## src/rx_port_regs_pkg.sv

```systemverilog
// Operation
// - each receive port owns its copy; port select picks the copy accessed
// - override bit set blocks forward-channel loading of datapath control
// - gpio count 00 none, 01 one, 10 two, 11 four gpios
// - gpio count loaded remotely; local write accepted only while override set
// - serializer identifier bits 7:1 auto-loaded from the remote serializer
// - freeze bit set stops identifier auto-load, keeps software value
// - serializer alias match remaps transaction to the identifier address
// - serializer alias of zero disables remote access through it
// - auto-ack bit set acknowledges every write to the remote serializer
// - forward on decode match only while pass-through enable is set
//
// constants for the per-port remote identity and alias register group.
// assumes a local register port that already resolved the i2c protocol.
package rx_port_regs_pkg;

  // ==========================================================================
  // geometry
  localparam int unsigned PORT_W = 2;
  localparam int unsigned REG_W = 8;
  localparam int unsigned I2C_ADDR_W = 7;
  localparam int unsigned NUM_TARGETS = 2;
  localparam int unsigned GPIO_MASK_W = 4;

  // ==========================================================================
  // register offsets
  localparam logic [7:0] ADDR_GPIO_CTL = 8'h59;
  localparam logic [7:0] ADDR_REMOTE_SERIALIZER_IDENTIFIER = 8'h5B;
  localparam logic [7:0] ADDR_SER_ALIAS = 8'h5C;
  localparam logic [7:0] ADDR_TGT_ZERO = 8'h5D;
  localparam logic [7:0] ADDR_TGT_ONE = 8'h5E;

  // ==========================================================================
  // fields and reset values
  localparam logic [7:0] REG_RESET = 8'h00;
  localparam logic [7:0] RD_UNMAPPED = 8'h00;
  localparam int unsigned BIT_OVERRIDE = 7;
  localparam int unsigned BIT_FREEZE = 0;
  localparam int unsigned BIT_AUTOACK = 0;
  localparam int unsigned ADDR_LSB = 1;
  localparam int unsigned GPIO_LSB = 0;
  localparam int unsigned GPIO_W = 2;
  localparam logic [7:0] GPIO_CTL_RD_MASK = 8'h83;
  localparam logic [6:0] ALIAS_OFF = 7'h00;

  // ==========================================================================
  // gpio count encodings
  localparam logic [1:0] GPIO_CNT_NONE = 2'h0;
  localparam logic [1:0] GPIO_CNT_ONE = 2'h1;
  localparam logic [1:0] GPIO_CNT_TWO = 2'h2;
  localparam logic [3:0] GPIO_MASK_NONE = 4'h0;
  localparam logic [3:0] GPIO_MASK_ONE = 4'h1;
  localparam logic [3:0] GPIO_MASK_TWO = 4'h3;
  localparam logic [3:0] GPIO_MASK_FOUR = 4'hF;

  function automatic logic [3:0] gpio_mask_f(input logic [1:0] cnt);
    unique case (cnt)
      GPIO_CNT_NONE: gpio_mask_f = GPIO_MASK_NONE;
      GPIO_CNT_ONE: gpio_mask_f = GPIO_MASK_ONE;
      GPIO_CNT_TWO: gpio_mask_f = GPIO_MASK_TWO;
      default: gpio_mask_f = GPIO_MASK_FOUR;
    endcase
  endfunction

endpackage

```

## src/rx_port_remote_i2c_id_regs.sv

```systemverilog
// per-port gpio datapath control, remote identifier and alias remapping.
// assumes a decoded local register port and decoded i2c transaction requests.
`timescale 1ns/1ps
`default_nettype none

module rx_port_remote_i2c_id_regs #(
  parameter int unsigned NPORTS = 4
) (
  // clock and reset
  input wire logic sys_clk_in,
  input wire logic rst_n_in,
  // local register port
  input wire logic [rx_port_regs_pkg::PORT_W-1:0] port_select_in,
  input wire logic reg_wr_in,
  input wire logic reg_rd_in,
  input wire logic [7:0] reg_addr_in,
  input wire logic [7:0] reg_wdata_in,
  output logic [7:0] reg_rdata_out,
  output logic reg_rvalid_out,
  // forward-channel configuration load
  input wire logic fc_load_valid_in,
  input wire logic [rx_port_regs_pkg::PORT_W-1:0] fc_load_port_in,
  input wire logic [1:0] fc_gpio_count_in,
  input wire logic [6:0] fc_remote_serializer_identifier_in,
  // i2c transaction decode
  input wire logic txn_valid_in,
  input wire logic txn_write_in,
  input wire logic [rx_port_regs_pkg::PORT_W-1:0] txn_port_in,
  input wire logic [6:0] txn_addr_in,
  input wire logic [NPORTS-1:0] pass_enable_in,
  input wire logic [NPORTS*14-1:0] target_alias_in,
  // forwarded transaction and acknowledge
  output logic fwd_valid_out,
  output logic [rx_port_regs_pkg::PORT_W-1:0] fwd_port_out,
  output logic [6:0] fwd_addr_out,
  output logic autoack_out,
  // gpio enables, four per port
  output logic [NPORTS*4-1:0] gpio_enable_out
);

  // ==========================================================================
  // parameter check
  // refused at elaboration, so a bad port count never reaches simulation
  if (NPORTS < 1 || NPORTS > (1 << rx_port_regs_pkg::PORT_W)) begin : nports_check
    $error("NPORTS out of range for the port index width");
  end

  // two target aliases per port on the alias bus
  localparam int unsigned ALIAS_STRIDE =
    rx_port_regs_pkg::NUM_TARGETS * rx_port_regs_pkg::I2C_ADDR_W;

  // ==========================================================================
  // storage
  logic [7:0] gpio_ctl_q [NPORTS];
  logic [7:0] gpio_ctl_d [NPORTS];
  logic [7:0] remote_serializer_identifier_q [NPORTS];
  logic [7:0] remote_serializer_identifier_d [NPORTS];
  logic [7:0] alias_q [NPORTS];
  logic [7:0] alias_d [NPORTS];
  logic [7:0] tgt0_q [NPORTS];
  logic [7:0] tgt0_d [NPORTS];
  logic [7:0] tgt1_q [NPORTS];
  logic [7:0] tgt1_d [NPORTS];

  function automatic logic [NPORTS-1:0] onehot_f(input logic [rx_port_regs_pkg::PORT_W-1:0] idx);
    logic [NPORTS-1:0] v;
    v = '0;
    for (int p = 0; p < NPORTS; p++) begin
      v[p] = (idx == rx_port_regs_pkg::PORT_W'(p));
    end
    onehot_f = v;
  endfunction

  function automatic logic port_ok_f(input logic [rx_port_regs_pkg::PORT_W-1:0] idx);
    port_ok_f = (int'(idx) < NPORTS);
  endfunction

  function automatic logic [6:0] addr_field_f(input logic [7:0] r);
    addr_field_f = r[rx_port_regs_pkg::ADDR_LSB +: rx_port_regs_pkg::I2C_ADDR_W];
  endfunction

  // reserved low bit of the target registers always stored as zero
  wire logic [7:0] tgt_wdata_w = {addr_field_f(reg_wdata_in),
    {rx_port_regs_pkg::ADDR_LSB{1'b0}}};

  // ==========================================================================
  // decode
  wire logic [NPORTS-1:0] wr_hit_w = reg_wr_in ? onehot_f(port_select_in) : '0;
  wire logic [NPORTS-1:0] fc_hit_w = fc_load_valid_in ? onehot_f(fc_load_port_in) : '0;
  wire logic wr_gpio_w = (reg_addr_in == rx_port_regs_pkg::ADDR_GPIO_CTL);
  wire logic wr_id_w = (reg_addr_in == rx_port_regs_pkg::ADDR_REMOTE_SERIALIZER_IDENTIFIER);
  wire logic wr_alias_w = (reg_addr_in == rx_port_regs_pkg::ADDR_SER_ALIAS);
  wire logic wr_tgt0_w = (reg_addr_in == rx_port_regs_pkg::ADDR_TGT_ZERO);
  wire logic wr_tgt1_w = (reg_addr_in == rx_port_regs_pkg::ADDR_TGT_ONE);

  // ==========================================================================
  // next-state; local write beats a same-cycle load on the same field
  always_comb begin
    for (int p = 0; p < NPORTS; p++) begin
      gpio_ctl_d[p] = gpio_ctl_q[p];
      remote_serializer_identifier_d[p] = remote_serializer_identifier_q[p];
      alias_d[p] = alias_q[p];
      tgt0_d[p] = tgt0_q[p];
      tgt1_d[p] = tgt1_q[p];
      if (fc_hit_w[p] && !gpio_ctl_q[p][rx_port_regs_pkg::BIT_OVERRIDE]) begin
        gpio_ctl_d[p][rx_port_regs_pkg::GPIO_LSB +: rx_port_regs_pkg::GPIO_W] = fc_gpio_count_in;
      end
      if (fc_hit_w[p] && !remote_serializer_identifier_q[p][rx_port_regs_pkg::BIT_FREEZE]) begin
        remote_serializer_identifier_d[p][rx_port_regs_pkg::ADDR_LSB +: rx_port_regs_pkg::I2C_ADDR_W] = fc_remote_serializer_identifier_in;
      end
      if (wr_hit_w[p] && wr_gpio_w) begin
        gpio_ctl_d[p][rx_port_regs_pkg::BIT_OVERRIDE] =
          reg_wdata_in[rx_port_regs_pkg::BIT_OVERRIDE];
        if (gpio_ctl_q[p][rx_port_regs_pkg::BIT_OVERRIDE]) begin
          gpio_ctl_d[p][rx_port_regs_pkg::GPIO_LSB +: rx_port_regs_pkg::GPIO_W] =
            reg_wdata_in[rx_port_regs_pkg::GPIO_LSB +: rx_port_regs_pkg::GPIO_W];
        end
      end
      if (wr_hit_w[p] && wr_id_w) begin
        remote_serializer_identifier_d[p] = reg_wdata_in;
      end
      if (wr_hit_w[p] && wr_alias_w) begin
        alias_d[p] = reg_wdata_in;
      end
      if (wr_hit_w[p] && wr_tgt0_w) begin
        tgt0_d[p] = tgt_wdata_w;
      end
      if (wr_hit_w[p] && wr_tgt1_w) begin
        tgt1_d[p] = tgt_wdata_w;
      end
    end
  end

  always_ff @(posedge sys_clk_in) begin
    for (int p = 0; p < NPORTS; p++) begin
      gpio_ctl_q[p] <= rst_n_in ? gpio_ctl_d[p] : rx_port_regs_pkg::REG_RESET;
      remote_serializer_identifier_q[p] <= rst_n_in ? remote_serializer_identifier_d[p] : rx_port_regs_pkg::REG_RESET;
      alias_q[p] <= rst_n_in ? alias_d[p] : rx_port_regs_pkg::REG_RESET;
      tgt0_q[p] <= rst_n_in ? tgt0_d[p] : rx_port_regs_pkg::REG_RESET;
      tgt1_q[p] <= rst_n_in ? tgt1_d[p] : rx_port_regs_pkg::REG_RESET;
    end
  end

  // ==========================================================================
  // register read; a port index of NPORTS or more reads as unmapped
  wire logic rd_port_ok_w = port_ok_f(port_select_in);
  wire logic [rx_port_regs_pkg::PORT_W-1:0] rd_idx_w = rd_port_ok_w ? port_select_in : '0;
  logic [7:0] rd_data_w;
  always_comb begin
    unique case (reg_addr_in)
      rx_port_regs_pkg::ADDR_GPIO_CTL:
        rd_data_w = gpio_ctl_q[rd_idx_w] & rx_port_regs_pkg::GPIO_CTL_RD_MASK;
      rx_port_regs_pkg::ADDR_REMOTE_SERIALIZER_IDENTIFIER: rd_data_w = remote_serializer_identifier_q[rd_idx_w];
      rx_port_regs_pkg::ADDR_SER_ALIAS: rd_data_w = alias_q[rd_idx_w];
      rx_port_regs_pkg::ADDR_TGT_ZERO: rd_data_w = tgt0_q[rd_idx_w];
      rx_port_regs_pkg::ADDR_TGT_ONE: rd_data_w = tgt1_q[rd_idx_w];
      default: rd_data_w = rx_port_regs_pkg::RD_UNMAPPED;
    endcase
    if (!rd_port_ok_w) begin
      rd_data_w = rx_port_regs_pkg::RD_UNMAPPED;
    end
  end

  always_ff @(posedge sys_clk_in) begin
    reg_rvalid_out <= rst_n_in && reg_rd_in;
    reg_rdata_out <= (rst_n_in && reg_rd_in) ? rd_data_w : rx_port_regs_pkg::RD_UNMAPPED;
  end

  // ==========================================================================
  // transaction alias decode; serializer alias takes priority over targets
  wire logic tp_ok_w = port_ok_f(txn_port_in);
  wire logic [rx_port_regs_pkg::PORT_W-1:0] tp_w = tp_ok_w ? txn_port_in : '0;
  wire logic [6:0] ser_alias_w = addr_field_f(alias_q[tp_w]);
  wire logic [6:0] tgt_alias0_w =
    target_alias_in[int'(tp_w) * ALIAS_STRIDE +: rx_port_regs_pkg::I2C_ADDR_W];
  wire logic [6:0] tgt_alias1_w =
    target_alias_in[int'(tp_w) * ALIAS_STRIDE + rx_port_regs_pkg::I2C_ADDR_W
      +: rx_port_regs_pkg::I2C_ADDR_W];
  wire logic ser_hit_w = tp_ok_w && ser_alias_w != rx_port_regs_pkg::ALIAS_OFF
    && txn_addr_in == ser_alias_w;
  wire logic tgt0_hit_w = tp_ok_w && tgt_alias0_w != rx_port_regs_pkg::ALIAS_OFF
    && txn_addr_in == tgt_alias0_w;
  wire logic tgt1_hit_w = tp_ok_w && tgt_alias1_w != rx_port_regs_pkg::ALIAS_OFF
    && txn_addr_in == tgt_alias1_w;
  wire logic any_hit_w = ser_hit_w || tgt0_hit_w || tgt1_hit_w;
  wire logic [6:0] remap_w = ser_hit_w ? addr_field_f(remote_serializer_identifier_q[tp_w])
    : (tgt0_hit_w ? addr_field_f(tgt0_q[tp_w]) : addr_field_f(tgt1_q[tp_w]));
  wire logic fwd_d_w = txn_valid_in && any_hit_w && pass_enable_in[tp_w];
  wire logic ack_d_w = txn_valid_in && txn_write_in && ser_hit_w
    && alias_q[tp_w][rx_port_regs_pkg::BIT_AUTOACK];

  always_ff @(posedge sys_clk_in) begin
    fwd_valid_out <= rst_n_in && fwd_d_w;
    fwd_port_out <= rst_n_in ? tp_w : '0;
    fwd_addr_out <= (rst_n_in && fwd_d_w) ? remap_w : rx_port_regs_pkg::ALIAS_OFF;
    autoack_out <= rst_n_in && ack_d_w;
  end

  // ==========================================================================
  // gpio enable masks
  always_ff @(posedge sys_clk_in) begin
    for (int p = 0; p < NPORTS; p++) begin
      gpio_enable_out[p*rx_port_regs_pkg::GPIO_MASK_W +: rx_port_regs_pkg::GPIO_MASK_W] <=
        rst_n_in ? rx_port_regs_pkg::gpio_mask_f(
        gpio_ctl_q[p][rx_port_regs_pkg::GPIO_LSB +: rx_port_regs_pkg::GPIO_W]) : '0;
    end
  end

  wire logic [7:0] fc_ctl_w = gpio_ctl_q[fc_load_port_in];
  wire logic [7:0] fc_id_w = remote_serializer_identifier_q[fc_load_port_in];
  wire logic fc_ok_w = port_ok_f(fc_load_port_in);
  wire logic coll_w = reg_wr_in && port_select_in == fc_load_port_in;
endmodule

`default_nettype wire

```

## config.mk

```make
export PLATFORM = sky130hd
export DESIGN_NAME = rx_port_remote_i2c_id_regs
export DESIGN_NICKNAME = d
export VERILOG_FILES = /design/src/rx_port_regs_pkg.sv /design/src/rx_port_remote_i2c_id_regs.sv
export SDC_FILE = /design/constraint.sdc
export NUM_CORES = 1
export LEC_CHECK = 0
export ABC_AREA = 1
export BUFFER_PORTS_ARGS = -buffer_cell sky130_fd_sc_hd__buf_2
export CAP_MARGIN = 20
export CORE_MARGIN = 8
export CORE_UTILIZATION = 47
export DETAILED_ROUTE_END_ITERATION = 8
export PLACE_DENSITY = 0.8
export SETUP_SLACK_MARGIN = 0.4
export SYNTH_ARGS = -nofsm -noshare
export SYNTH_HDL_FRONTEND = slang
export SYNTH_SLANG_ARGS = --single-unit
```

## constraint.sdc

```tcl
create_clock -name sys_clk_in -period 4.05 [get_ports sys_clk_in]
set_clock_uncertainty 0.1 [all_clocks]
set_input_delay 1.215 -clock sys_clk_in [delete_from_list [all_inputs] [get_ports sys_clk_in]]
set_output_delay 1.215 -clock sys_clk_in [all_outputs]
set_load 0.005 [all_outputs]
```

======== After elaboration in Yosys (flattened, before gate mapping) ========
Memories as Yosys holds them, arrays and structs flattened.
Cells that the tools add are included.
W data, S select, Z words.
storage, ports and cells
  bits in registers ....................... 36
  RAM bits ................................ 160
  input bits .............................. 105
  output and inout port bits .............. 36
  logic and storage cells ................. 176
  memories ................................ 5
memory list
  memory                          depth  width  read ports  clocked after memory_dff  wr ports  line                              RTL
  alias_q                         4      8      2           0                         4         rx_port_remote_i2c_id_regs.sv:58  logic [7:0] alias_q [NPORTS];
  gpio_ctl_q                      4      8      5           0                         4         rx_port_remote_i2c_id_regs.sv:54  logic [7:0] gpio_ctl_q [NPORTS];
  remote_serializer_identifier_q  4      8      6           0                         4         rx_port_remote_i2c_id_regs.sv:56  logic [7:0] remote_serializer_identifier_q [NPORTS];
  tgt0_q                          4      8      2           0                         4         rx_port_remote_i2c_id_regs.sv:60  logic [7:0] tgt0_q [NPORTS];
  tgt1_q                          4      8      2           0                         4         rx_port_remote_i2c_id_regs.sv:62  logic [7:0] tgt1_q [NPORTS];
operators by class
  add/subtract/negate cells ............... 1
  multiply operators ...................... 1
  magnitude comparators ................... 1
  equality and inequality tests ........... 34
  shifts and indexed selects .............. 2
  muxes and demuxes ....................... 67
  reduce and logical (&&, ||, !) cells .... 58
operators with widths
  kind                   number
  $mux W8                36
  $shiftx A56 B7 Y7      1
  $shiftx A56 B8 Y7      1
  $pmux W4 S3            4
  $mux W7                6
  $eq A8 B7 Y1 const B   5
  $pmux W8 S5            1
  $logic_and A1 B1 Y1    39
  $mux W2                12
  $ne A2 B2 Y1 const B   12
  $eq A7 B7 Y1           3
  $reduce_bool A7 Y1     3
  $eq A2 B2 Y1 const B   8
  $eq A2 B1 Y1 const B   6
  $logic_not A2 Y1       6
  $logic_not A1 Y1       8
  $mux W4                2
  $add A6 B3 Y7 const B  1
  $mul A2 B3 Y5 const B  1
  $mux W1                5
  $lt A2 B3 Y1 const B   1
  $bmux W1 S2            1
  $logic_or A1 B1 Y1     2

======== Depth between registers and ports, before layout ========
Gate-level depths: netlist of the first run.
  word-level depth ........................ 9
  depth in mapped cells ................... 15
  gate-level depth less buffers ........... 14

======== Least setup slack after synthesis of the first run ========
No wires, ideal clock.
  path kind ............................... input-to-reg
  from .................................... in reg_addr_in[7]
  to ...................................... mem tgt0_q[2][1], enable pin
  setup time .............................. 0.381 ns
  arrival ................................. 2.592 ns
  data required time ...................... 3.569 ns
  setup slack ............................. 0.978 ns
  cell stages on the path ................. 5
  path buffers ............................ 0
  path through ............................ nor2_1 nand3_1 nor3_1 inv_1 o21ai_0
RTL lines
  what         line                              RTL
  from (decl)  rx_port_remote_i2c_id_regs.sv:16  input wire logic [7:0] reg_addr_in,
  to (decl)    rx_port_remote_i2c_id_regs.sv:60

==> summary.txt, run 1 <==
Floorplanning
  – Total number of placement rows: 49
  – Initial core utilization: 47.84%
  – Die Span X: 151.2 µm
  – Core ar.: 0.01796 mm²
  – Die Outline Area: 0.02287 mm²
  – Die extent in y: 151.2 µm
  – I/O Pins: 141

STA
  – Post-route fraction of the period consumed by the critical path: 73.47%
  – Fin. max-slew vios: 0
  – Worst slew margin relative to its limit: 48.61%
  – Final number of hold-violating endpoints: 0
  – Post-route worst setup slack: 1.075 ns
  – Setup Total Neg Slack: 0 ns
  – Total of endpoints with negative setup slack in the final report: 0
  – Transition time of the tightest slew-check pin: 0.7680 ns
  – Setup repair after global routing missed its margin: false
  – Min Clock Period, post-route: 2.975 ns
  – Maximum clock rate: 336.1 MHz

Cells and area
  – Area growth, synth to finish: 17.03%
  – # diodes: 0
  – Layout Nets: 1314
  – Non-filler instance count after layout: 1451
  – Final Core Density: 55.99%
  – Fraction of layout cells with a size suffix above 1: 18.49%

Clock network
  – Clock transition at the registers of the reported paths: 0.06 ns
  – CTS H-tree lvls: 4
  – Clock Sinks: 164
  – Clock root buffer: sky130_fd_sc_hd__clkbuf_16
  – Maximum root-to-sink buffer count: 2
  – CTS buffer count: 17
  – Insertion delay to the later sink of the worst-skew pair: 0.43 ns
  – CTS tree: built
  – Setup Fix Bufs, Post-CTS: 0
  – # hold bufs at CTS: 0
  – Post-CTS sizing: 0

Worst setup path
  – Reg2Reg Launch Point: alias_q[3][4]$_DFFE_PP_
  – Arrival @ worst endpoint: 3.19 ns
  – Highest net fanout along the worst path: 10
  – Register-to-Register Setup Slack: 2.21 ns
  – Worst reg-to-reg path cell count: 9
  – Endpoint class of the critical path: flop
  – Reg2reg end: fwd_addr_out[3]$_SDFF_PN0_
  – Crit path required time: 4.27 ns
  – Critical path start-end classification: in2reg
  – Kind of start point of the critical path: input port

Route
  – DR pass1 iterations: 6
  – DRC marker count from the first detailed-route iteration: 1081
  – Remaining antenna violation count: 0
  – Final routed wirelength across all metal layers: 26850 µm
  – Vias: 8434
  – Drc violations: 0
  – Average wire per standard cell: 18.50 µm
  – Via density per instance: 5.813

GRT
  – Number of global-route vias before repair: 7894
  – Total Routing Usage GR: 22.99%
  – Global-route wire length before repair: 41030 µm
  – Number of antenna violations at the first check in global routing: 0
  – Pin count of the biggest net entering global routing: 70
  – Total congestion overflow: 0

Synthesis
  – Count of mapped cells out of synthesis: 1075
  – Library cell with the largest summed area after synthesis: sky130_fd_sc_hd__edfxtp_1
  – Largest cells by area after synthesis: sky130_fd_sc_hd__edfxtp_1, sky130_fd_sc_hd__dfxtp_1, sky130_fd_sc_hd__nand2_1
  – Post-synthesis cell type count: 39
  – Proportion of netlist area held by the largest area contributor: 30.75%
  – Most frequent cell after synthesis: sky130_fd_sc_hd__nand2_1
  – Synthesized area per cell: 7.995 µm²
  – Post-synth net total: 1180
  – Synth Flop Type: sky130_fd_sc_hd__edfxtp_1
  – Ys Warns: 0
  – Synthesized flop and latch total: 164
  – Proportion of synthesized chip area in sequential cells: 48.45%
  – Most instantiated cells after synthesis: sky130_fd_sc_hd__nand2_1, sky130_fd_sc_hd__o21ai_0, sky130_fd_sc_hd__inv_1
  – Count of flip-flops with a built-in enable after synthesis: 88
  – Share of flip-flops with an asynchronous set or reset: 0%
  – Cell Area, Synth: 0.008594 mm²

Worst hold path
  – Worst Hold End: gpio_enable_out[5]$_SDFF_PN0_
  – Hold path startpoint: gpio_ctl_q[1][1]$_SDFF_PN0_
  – Class of the worst hold path: reg2reg
  – Hold Path Stages: 2

Place
  – Post-detail-place hpwl: 19430 µm
  – Number of placed cells counting well taps: 1419
  – RePlAce Congestion: 0.9283
  – Port-buffer cells: 140
  – Placement Setup Slack: 0.6915 ns

Power
  – Worst-case vdd ir drop: 0.0002540 V
  – Total power density per cell area: 392.6 mW/mm²
  – Leakage power: 4.451 nW

Status
  – Result of the run: complete, no violations

Flow run
  – Max-cap check violation count: 0
-- metal layers --
layer,share of wire (%),GRT usage (%),vias up
met4,2.8,10.09,0
met3,11,4.930,79
met2,47,37.27,521
li1,-,-,3982
met1,40,29.00,3852
met5,0,0,-
-- critical path, stage by stage --
cell and delay (ns):
sky130_fd_sc_hd__buf_2 0.09, sky130_fd_sc_hd__nor2_1 0.09, sky130_fd_sc_hd__nand3_1 0.21, sky130_fd_sc_hd__nor2_1 0.49, sky130_fd_sc_hd__nand2_1 0.40, sky130_fd_sc_hd__nand2_1 0.38, sky130_fd_sc_hd__o22ai_1 0.15, sky130_fd_sc_hd__o21ai_0 0.10
sky130_fd_sc_hd__inv_1 0.05
-- metrics by stage --
stage | total power, mW | hold slack, ns | instance area (µm²)
floorplan | 2.251 | 0.3283 | 8594
global placement | 2.431 | 0.3375 | 9498
detailed placement | 2.445 | 0.3417 | 9498
CTS | 3.942 | 0.3523 | 10060
global route | 4.082 | 0.3935 | 10060
finish | 3.949 | 0.3560 | 10060
-- flip-flops by register name (all words and copies together), names as in the netlist --
register and cells:
gpio_ctl_q 12, reg_rdata_out 8, gpio_enable_out 12, tgt0_q 28, fwd_port_out 2, fwd_valid_out 1
fwd_addr_out 7, reg_rvalid_out 1, autoack_out 1, tgt1_q 28, remote_serializer_identifier_q 32, alias_q 32
-- power by group --
part	leakage (nW)	internal (mW)	total [mW]	switching, mW
Combinational	2.71	0.177	0.522	0.345
Sequential	1.46	1.85	1.90	0.0485
Clock	0.276	0.842	1.53	0.684
Total	4.45	2.87	3.95	1.08
-- cell type report --
class                      instances  area [µm²]
sequential                       164        4164
multi-input combinational        749        3719
tap                              229       286.5
inverter                         110       412.9
fill                            1657        7905
timing repair buffer             167       915.9
clock inverter                    13       96.34
clock buffer                      19       464.2
-- placed cells by master (no fill, tap or decap), drive strengths merged, types with 8 or more instances in the layout --
cell type and instances:
a211oi 15, a21oi 53, a22oi 45, buf 167, clkbuf 19, clkinv 8
dfxtp 76, edfxtp 88, inv 113, nand2 257, nand3 82, nand4 10
nor2 90, o21ai 125, o22ai 37
-- worst max path at each step --
stage	cells past startpoint	to	start	slack (ns)
3_5_place_dp	13	fwd_addr_out[3]$_SDFF_PN0_	txn_port_in[0]	0.69
4_1_cts	13	fwd_addr_out[3]$_SDFF_PN0_	txn_port_in[0]	1.13
2_1_floorplan	5	tgt0_q[2][1]$_DFFE_PP_	reg_addr_in[7]	0.98
6_report	9	remote_serializer_identifier_q[3][3]$_SDFFE_PN0P_	reg_addr_in[7]	1.07
3_3_place_gp	13	fwd_addr_out[1]$_SDFF_PN0_	txn_port_in[0]	0.73
5_1_grt	13	fwd_addr_out[3]$_SDFF_PN0_	txn_port_in[0]	0.83
-- cell families (layout without fill, tap and decap cells) --
group,Yosys count,after routing,share of synthesized area [%]
AOI/OAI and AO/OA,288,288,19.51
xor gates and xnor gates,4,4,0.4951
and+or+nand+nor,457,457,23.23
DFF,164,164,48.45
buffers and inverters,162,309,8.313
Power figures use the tool's default switching activity.
==> inputs of run 2 (changes only) <==
==> constraint.sdc (replaced) <==
create_clock -name sys_clk_in -period 3.1 [get_ports sys_clk_in]
set_clock_uncertainty 0.1 [all_clocks]
set_input_delay 0.93 -clock sys_clk_in [delete_from_list [all_inputs] [get_ports sys_clk_in]]
set_output_delay 0.93 -clock sys_clk_in [all_outputs]
set_load 0.005 [all_outputs]
==> run 2 against run 1 <==
Against the previous run:
- total power increased by 33%
- register-to-register slack worse by 0.90 ns
- hold slack better by 0.0014 ns
- sequential share of layout area is 0.47 points lower
- worst setup slack worse by 0.42 ns
- global-route usage grew 0.56 points
- sequential power is 31% higher
- clock-buffer cell count grew 2
- critical path type unchanged
- largest power group unchanged
==> summary.txt, run 2 (synthesis gave the netlist of run 1 again) <==
Status
  – Result of the run: complete, no violations

GRT
  – Total Routing Usage GR: 23.55%
  – Total congestion overflow: 0
  – Number of antenna violations at the first check in global routing: 0
  – Pin count of the biggest net entering global routing: 101
  – Global-route wire length before repair: 41840 µm
  – Number of global-route vias before repair: 7755

Worst setup path
  – Endpoint class of the critical path: flop
  – Kind of start point of the critical path: input port
  – Critical path start-end classification: in2reg
  – Highest cell delay on the worst timing path: 0.34 ns
  – Family with the most delay on the worst path: simple AND/OR/NAND/NOR gates
  – CP bufs+invs: 2
  – Register-to-Register Setup Slack: 1.31 ns
  – Worst setup startpoint: txn_port_in[0]
  – Ordered list of cells on the worst path: buf_2 -> buf_12 -> nand2_1 -> nand3_1 -> nand2_1 -> nand2_1 -> nand4_1 -> nor2_1 -> nand3_2 -> nand3_2 -> nand2_4 -> nor2_2
  – Reg2reg end: fwd_addr_out[3]$_SDFF_PN0_
  – Reg2Reg Launch Point: alias_q[1][5]$_DFFE_PP_
  – Highest net fanout along the worst path: 100
  – Most common cell type on the critical path: sky130_fd_sc_hd__nand2_1
  – Library cell contributing the largest single delay on the critical path: sky130_fd_sc_hd__buf_12
  – Worst reg-to-reg path cell count: 10
  – Crit path required time: 3.37 ns
  – Arrival @ worst endpoint: 2.72 ns

Clock network
  – CTS H-tree lvls: 4
  – Clock Sinks: 164
  – Clock root buffer: sky130_fd_sc_hd__clkbuf_16
  – Post-CTS sizing: 0
  – Clock transition at the registers of the reported paths: 0.06 ns
  – CTS tree: built
  – Insertion delay to the later sink of the worst-skew pair: 0.44 ns
  – Setup Fix Bufs, Post-CTS: 0
  – CTS buffer count: 17
  – Maximum root-to-sink buffer count: 2
  – # hold bufs at CTS: 0

Power
  – Internal Pwr Total: 3.834 mW
  – Power spent charging and discharging nets: 1.418 mW
  – Worst-case vdd ir drop: 0.0004020 V
  – Part of the total power dissipated in combinational logic: 13.4%
  – Relative contribution of sequential cells to total power: 47.3%
  – Total power density per cell area: 516.2 mW/mm²
  – Overall power after layout: 5.252 mW
  – Proportion of total power due to net switching: 27.00%
  – Leakage power: 4.516 nW
  – Clock Power Share: 39.4%

STA
  – Worst slew margin relative to its limit: 61.22%
  – Fin. max-slew vios: 0
  – Total of endpoints with negative setup slack in the final report: 0
  – Post-route fraction of the period consumed by the critical path: 78.87%
  – Transition time of the tightest slew-check pin: 0.5782 ns
  – Setup Total Neg Slack: 0 ns
  – Final number of hold-violating endpoints: 0
  – Setup repair after global routing missed its margin: false
  – Maximum clock rate: 409.0 MHz
  – Min Clock Period, post-route: 2.445 ns

Worst hold path
  – Class of the worst hold path: reg2reg
  – Worst Hold End: gpio_enable_out[5]$_SDFF_PN0_
  – Hold path startpoint: gpio_ctl_q[1][1]$_SDFF_PN0_
  – Hold Path Stages: 2

Route
  – Drc violations: 0
  – Final routed wirelength across all metal layers: 27270 µm
  – DR pass1 iterations: 6
  – Via density per instance: 5.778
  – Remaining antenna violation count: 0
  – Vias: 8442
  – Average wire per standard cell: 18.66 µm
  – DRC marker count from the first detailed-route iteration: 1170

Cells and area
  – Most frequent standard cell in the layout excluding fill and tap cells: sky130_fd_sc_hd__nand2_1
  – Area growth, synth to finish: 18.39%
  – Final Core Density: 56.64%
  – Fraction of layout cells with a size suffix above 1: 19.16%
  – Top library cells by usage in the layout, fill and taps aside: sky130_fd_sc_hd__nand2_1, sky130_fd_sc_hd__buf_2, sky130_fd_sc_hd__o21ai_0
  – Layout Nets: 1324
  – Largest registers: alias_q: 32 flops, remote_serializer_identifier_q: 32 flops
  – # diodes: 0

Place
  – RePlAce Congestion: 0.9214
  – Port-buffer cells: 140
  – Post-detail-place hpwl: 19900 µm

Floorplanning
  – I/O Pins: 141
  – Core ar.: 0.01796 mm²
  – Initial core utilization: 47.84%
  – Total number of placement rows: 49
  – Die Span X: 151.2 µm
  – Die extent in y: 151.2 µm
  – Die Outline Area: 0.02287 mm²

Flow run
  – Max-cap check violation count: 0
-- run 2: cell types whose count changed in the layout (fill, tap and decap cells not counted), sizes merged --
| cell | delta |
|---|---|
| buf | +10 |
| clkbuf | +2 |
| clkinv | -1 |
| clkinvlp | -1 |
-- run 2: stage by stage --
step	setup WS, ns	std cells	hold WS, ns	area [µm²]
6_report	0.6551	1461	0.3574	10170
3_3_place_gp	0.2786	1429	0.3356	9585
3_5_place_dp	0.2297	1429	0.3475	9585
5_1_grt	0.4312	1461	0.3999	10170
2_1_floorplan	0.3128	1075	0.3283	8594
4_1_cts	0.6847	1461	0.3570	10170
-- run 2: power by group through the flow --
| stage | sequential, mW | combinational, mW | clock [mW] |
|---|---|---|---|
| after floorplan | 2.51 | 0.434 | 0 |
| after global routing | 2.49 | 0.775 | 2.17 |
| final | 2.48 | 0.702 | 2.07 |
| after detailed placement | 2.52 | 0.684 | 0 |
| after CTS | 2.48 | 0.689 | 2.08 |
| after global placement | 2.52 | 0.675 | 0 |
-- run 2: how the worst max path moves through the flow --
| stage | to | cells after the start | slack [ns] |
|---|---|---|---|
| floorplan | tgt0_q[2][1]$_DFFE_PP_ | 5 | 0.31 |
| global placement | fwd_addr_out[1]$_SDFF_PN0_ | 12 | 0.28 |
| detailed placement | fwd_addr_out[1]$_SDFF_PN0_ | 13 | 0.23 |
| CTS | fwd_addr_out[2]$_SDFF_PN0_ | 13 | 0.68 |
| global route | fwd_addr_out[0]$_SDFF_PN0_ | 12 | 0.43 |
| finish | fwd_addr_out[3]$_SDFF_PN0_ | 12 | 0.66 |
-- run 2: per-layer routing --
metal  wire length [µm]  vias to the layer above  part of all wire [%]  GRT usage, %
met2              12560                      498                    46         37.13
li1                   -                     4001                     -             -
met5                  0                        -                     0             0
met3               3348                       59                    12         6.125
met1              10670                     3884                    39         30.66
met4                682                        0                   2.5         8.313
-- run 2: area by class of cell --
class / count / area (µm²)
Timing Repair Buffer: 177 / 1003
Fill cell: 1634 / 7789
Clock buffer: 21 / 503.0
Sequential cell: 164 / 4164
Inverter: 110 / 412.9
Clock inverter: 11 / 86.33
Tap cell: 229 / 286.5
Multi-Input combinational cell: 749 / 3719
-- run 2: worst min-delay path: stages, from the launching register on --
cell and delay (ns):
sky130_fd_sc_hd__dfxtp_1 0.31, sky130_fd_sc_hd__nand2_1 0.07, sky130_fd_sc_hd__inv_1 0.04
==> inputs of run 3 (changes only) <==
==> constraint.sdc (replaced) <==
create_clock -name sys_clk_in -period 2.5 [get_ports sys_clk_in]
set_clock_uncertainty 0.1 [all_clocks]
set_input_delay 0.75 -clock sys_clk_in [delete_from_list [all_inputs] [get_ports sys_clk_in]]
set_output_delay 0.75 -clock sys_clk_in [all_outputs]
set_load 0.005 [all_outputs]
==> run 3 against run 2 <==
Against the previous run:
- die area did not move
- design area up 11%
- sequential share of layout area down 4.0 points
- first-iteration DRC count up 15%
- hold slack worse by 0.0038 ns
- combinational power up 62%
- non-clock buffer count rose by 36
- worst setup slack got worse by 0.45 ns
- global-route usage is 0.59 points higher
- largest power group unchanged
- highest routed layer unchanged
==> summary.txt, run 3 (synthesis gave the netlist of run 1 again) <==
Clock network
  – # hold bufs at CTS: 0
  – Clock root buffer: sky130_fd_sc_hd__clkbuf_16
  – CTS buffer count: 17
  – Clock transition at the registers of the reported paths: 0.07 ns
  – CTS tree: built
  – CTS H-tree lvls: 4
  – Insertion delay to the later sink of the worst-skew pair: 0.43 ns
  – Maximum root-to-sink buffer count: 2
  – Clock Sinks: 164

Worst setup path
  – Highest net fanout along the worst path: 18
  – Library cell contributing the largest single delay on the critical path: sky130_fd_sc_hd__nand4_1
  – CP bufs+invs: 3
  – Kind of start point of the critical path: input port
  – Highest cell delay on the worst timing path: 0.25 ns
  – Arrival @ worst endpoint: 2.52 ns
  – Number of logic stages on the critical path including buffering: 13
  – Ordered list of cells on the worst path: buf_12 -> buf_16 -> inv_12 -> nand2_1 -> nand3_4 -> nand2_4 -> nand2_1 -> nor2_1 -> nand4_1 -> nand3_4 -> nand3_4 -> nand2_8 -> nor2_1
  – Crit path required time: 2.73 ns
  – Family with the most delay on the worst path: simple AND/OR/NAND/NOR gates
  – Critical path start-end classification: in2reg
  – Most common cell type on the critical path: sky130_fd_sc_hd__nand3_4
  – Endpoint class of the critical path: flop
  – Worst reg-to-reg path cell count: 10

Route
  – Via density per instance: 6.059
  – Drc violations: 0
  – Remaining antenna violation count: 0
  – DR pass1 iterations: 6
  – Final routed wirelength across all metal layers: 30370 µm
  – Vias: 9100
  – DRC marker count from the first detailed-route iteration: 1349
  – Average wire per standard cell: 20.22 µm

Power
  – Total power density per cell area: 600.9 mW/mm²
  – Leakage power: 4.927 nW
  – Worst-case vdd ir drop: 0.0004776 V

Floorplanning
  – Die Outline Area: 0.02287 mm²
  – Core ar.: 0.01796 mm²
  – Die Span X: 151.2 µm
  – I/O Pins: 141
  – Initial core utilization: 47.84%
  – Total number of placement rows: 49
  – Die extent in y: 151.2 µm

Place
  – Post-detail-place hpwl: 20300 µm
  – RePlAce Congestion: 0.9773
  – Port-buffer cells: 140

Worst hold path
  – Hold Path Stages: 2
  – Class of the worst hold path: reg2reg

STA
  – Min Clock Period, post-route: 2.292 ns
  – Final-layout worst hold slack: 0.3536 ns
  – Setup Total Neg Slack: 0 ns
  – Post-route fraction of the period consumed by the critical path: 91.68%
  – Worst slew margin relative to its limit: 57.84%
  – Maximum clock rate: 436.3 MHz
  – Setup repair after global routing missed its margin: true
  – Final number of hold-violating endpoints: 0
  – Total of endpoints with negative setup slack in the final report: 0
  – Fin. max-slew vios: 0
  – Transition time of the tightest slew-check pin: 0.6324 ns

GRT
  – Global-route wire length before repair: 42800 µm
  – Global routing met2 resource utilization: 38.11%
  – Pin count of the biggest net entering global routing: 38
  – Total Routing Usage GR: 24.14%
  – Met1 demand-to-capacity share in global routing: 29.55%
  – Most congested layer reported by global routing: met2
  – Number of antenna violations at the first check in global routing: 0
  – Total congestion overflow: 0
  – Number of global-route vias before repair: 8279
  – Fraction of met3 tracks used by global routing: 5.796%

Cells and area
  – Fraction of layout cells with a size suffix above 1: 28.44%
  – Top library cells by usage in the layout, fill and taps aside: sky130_fd_sc_hd__nand2_1, sky130_fd_sc_hd__buf_2, sky130_fd_sc_hd__o21ai_0
  – Multi-input combinational cell area: 0.004219 mm²
  – Layout Nets: 1365
  – Area growth, synth to finish: 31.14%
  – Area of all sequential standard cells: 0.004164 mm²
  – Largest registers: alias_q: 32 flops, remote_serializer_identifier_q: 32 flops
  – Filler cells: 1375
  – Most frequent standard cell in the layout excluding fill and tap cells: sky130_fd_sc_hd__nand2_1
  – # diodes: 0

Status
  – Result of the run: complete, no violations

Flow run
  – Max-cap check violation count: 0
-- run 3: final timing paths --
path / startpoint / end / slack (ns)
worst max-delay path: txn_port_in[0] / fwd_addr_out[4]$_SDFF_PN0_ / 0.21
worst min-delay path: gpio_ctl_q[1][1]$_SDFF_PN0_ / gpio_enable_out[5]$_SDFF_PN0_ / 0.35
worst max register to register: alias_q[2][1]$_DFFE_PP_ / fwd_addr_out[4]$_SDFF_PN0_ / 0.49
worst min register to register: gpio_ctl_q[1][1]$_SDFF_PN0_ / gpio_enable_out[5]$_SDFF_PN0_ / 0.35
-- run 3: repair_timing --
action	4_1_cts	5_1_grt
setup buffers	0	6
resized for setup	0	115
endpoints found under the setup margin	0	11
-- run 3: cell type report --
cell class                      instances  area share [%]
Multi-Input combinational cell        750           37.43
Timing Repair inverter                  4          0.4663
Sequential cell                       164           36.94
Timing Repair Buffer                  213           13.59
Clock buffer                           18           3.808
Tap cell                              229           2.542
Inverter                              110           3.963
Clock inverter                         14           1.254
-- run 3: power by group --
part	leakage [nW]	switching, mW	internal (mW)	total [mW]
logic	3.19	0.712	0.427	1.14
clock network	0.274	1.15	1.40	2.55
registers	1.46	0.0845	3.00	3.08
-- run 3: worst min-delay path, stage by stage, from the launching register on --
cell,delay [ns]
sky130_fd_sc_hd__dfxtp_1,0.31
sky130_fd_sc_hd__nand2_1,0.07
sky130_fd_sc_hd__inv_1,0.04
-- run 3: per-stage QoR --
step / setup slack, ns / total power, mW / util, % / instances / area (µm²)
2_1_floorplan: 0.2682 / 3.663 / - / 1075 / 8716
3_3_place_gp: 0.02563 / 4.039 / 55.63 / 1453 / 9993
3_5_place_dp: -0.04574 / 4.062 / 55.63 / 1453 / 9993
4_1_cts: 0.4104 / 6.586 / 58.81 / 1485 / 10560
5_1_grt: 0.2011 / 6.981 / 62.74 / 1502 / 11270
6_report: 0.2081 / 6.773 / 62.74 / 1502 / 11270
-- run 3: layer usage --
metal | vias up | share of wire, % | wire length [µm]
met3 | 176 | 13 | 3807
met1 | 4108 | 36 | 10840
li1 | 4084 | - | -
met2 | 732 | 46 | 13910
met5 | - | 0 | 0
met4 | 0 | 6.0 | 1815
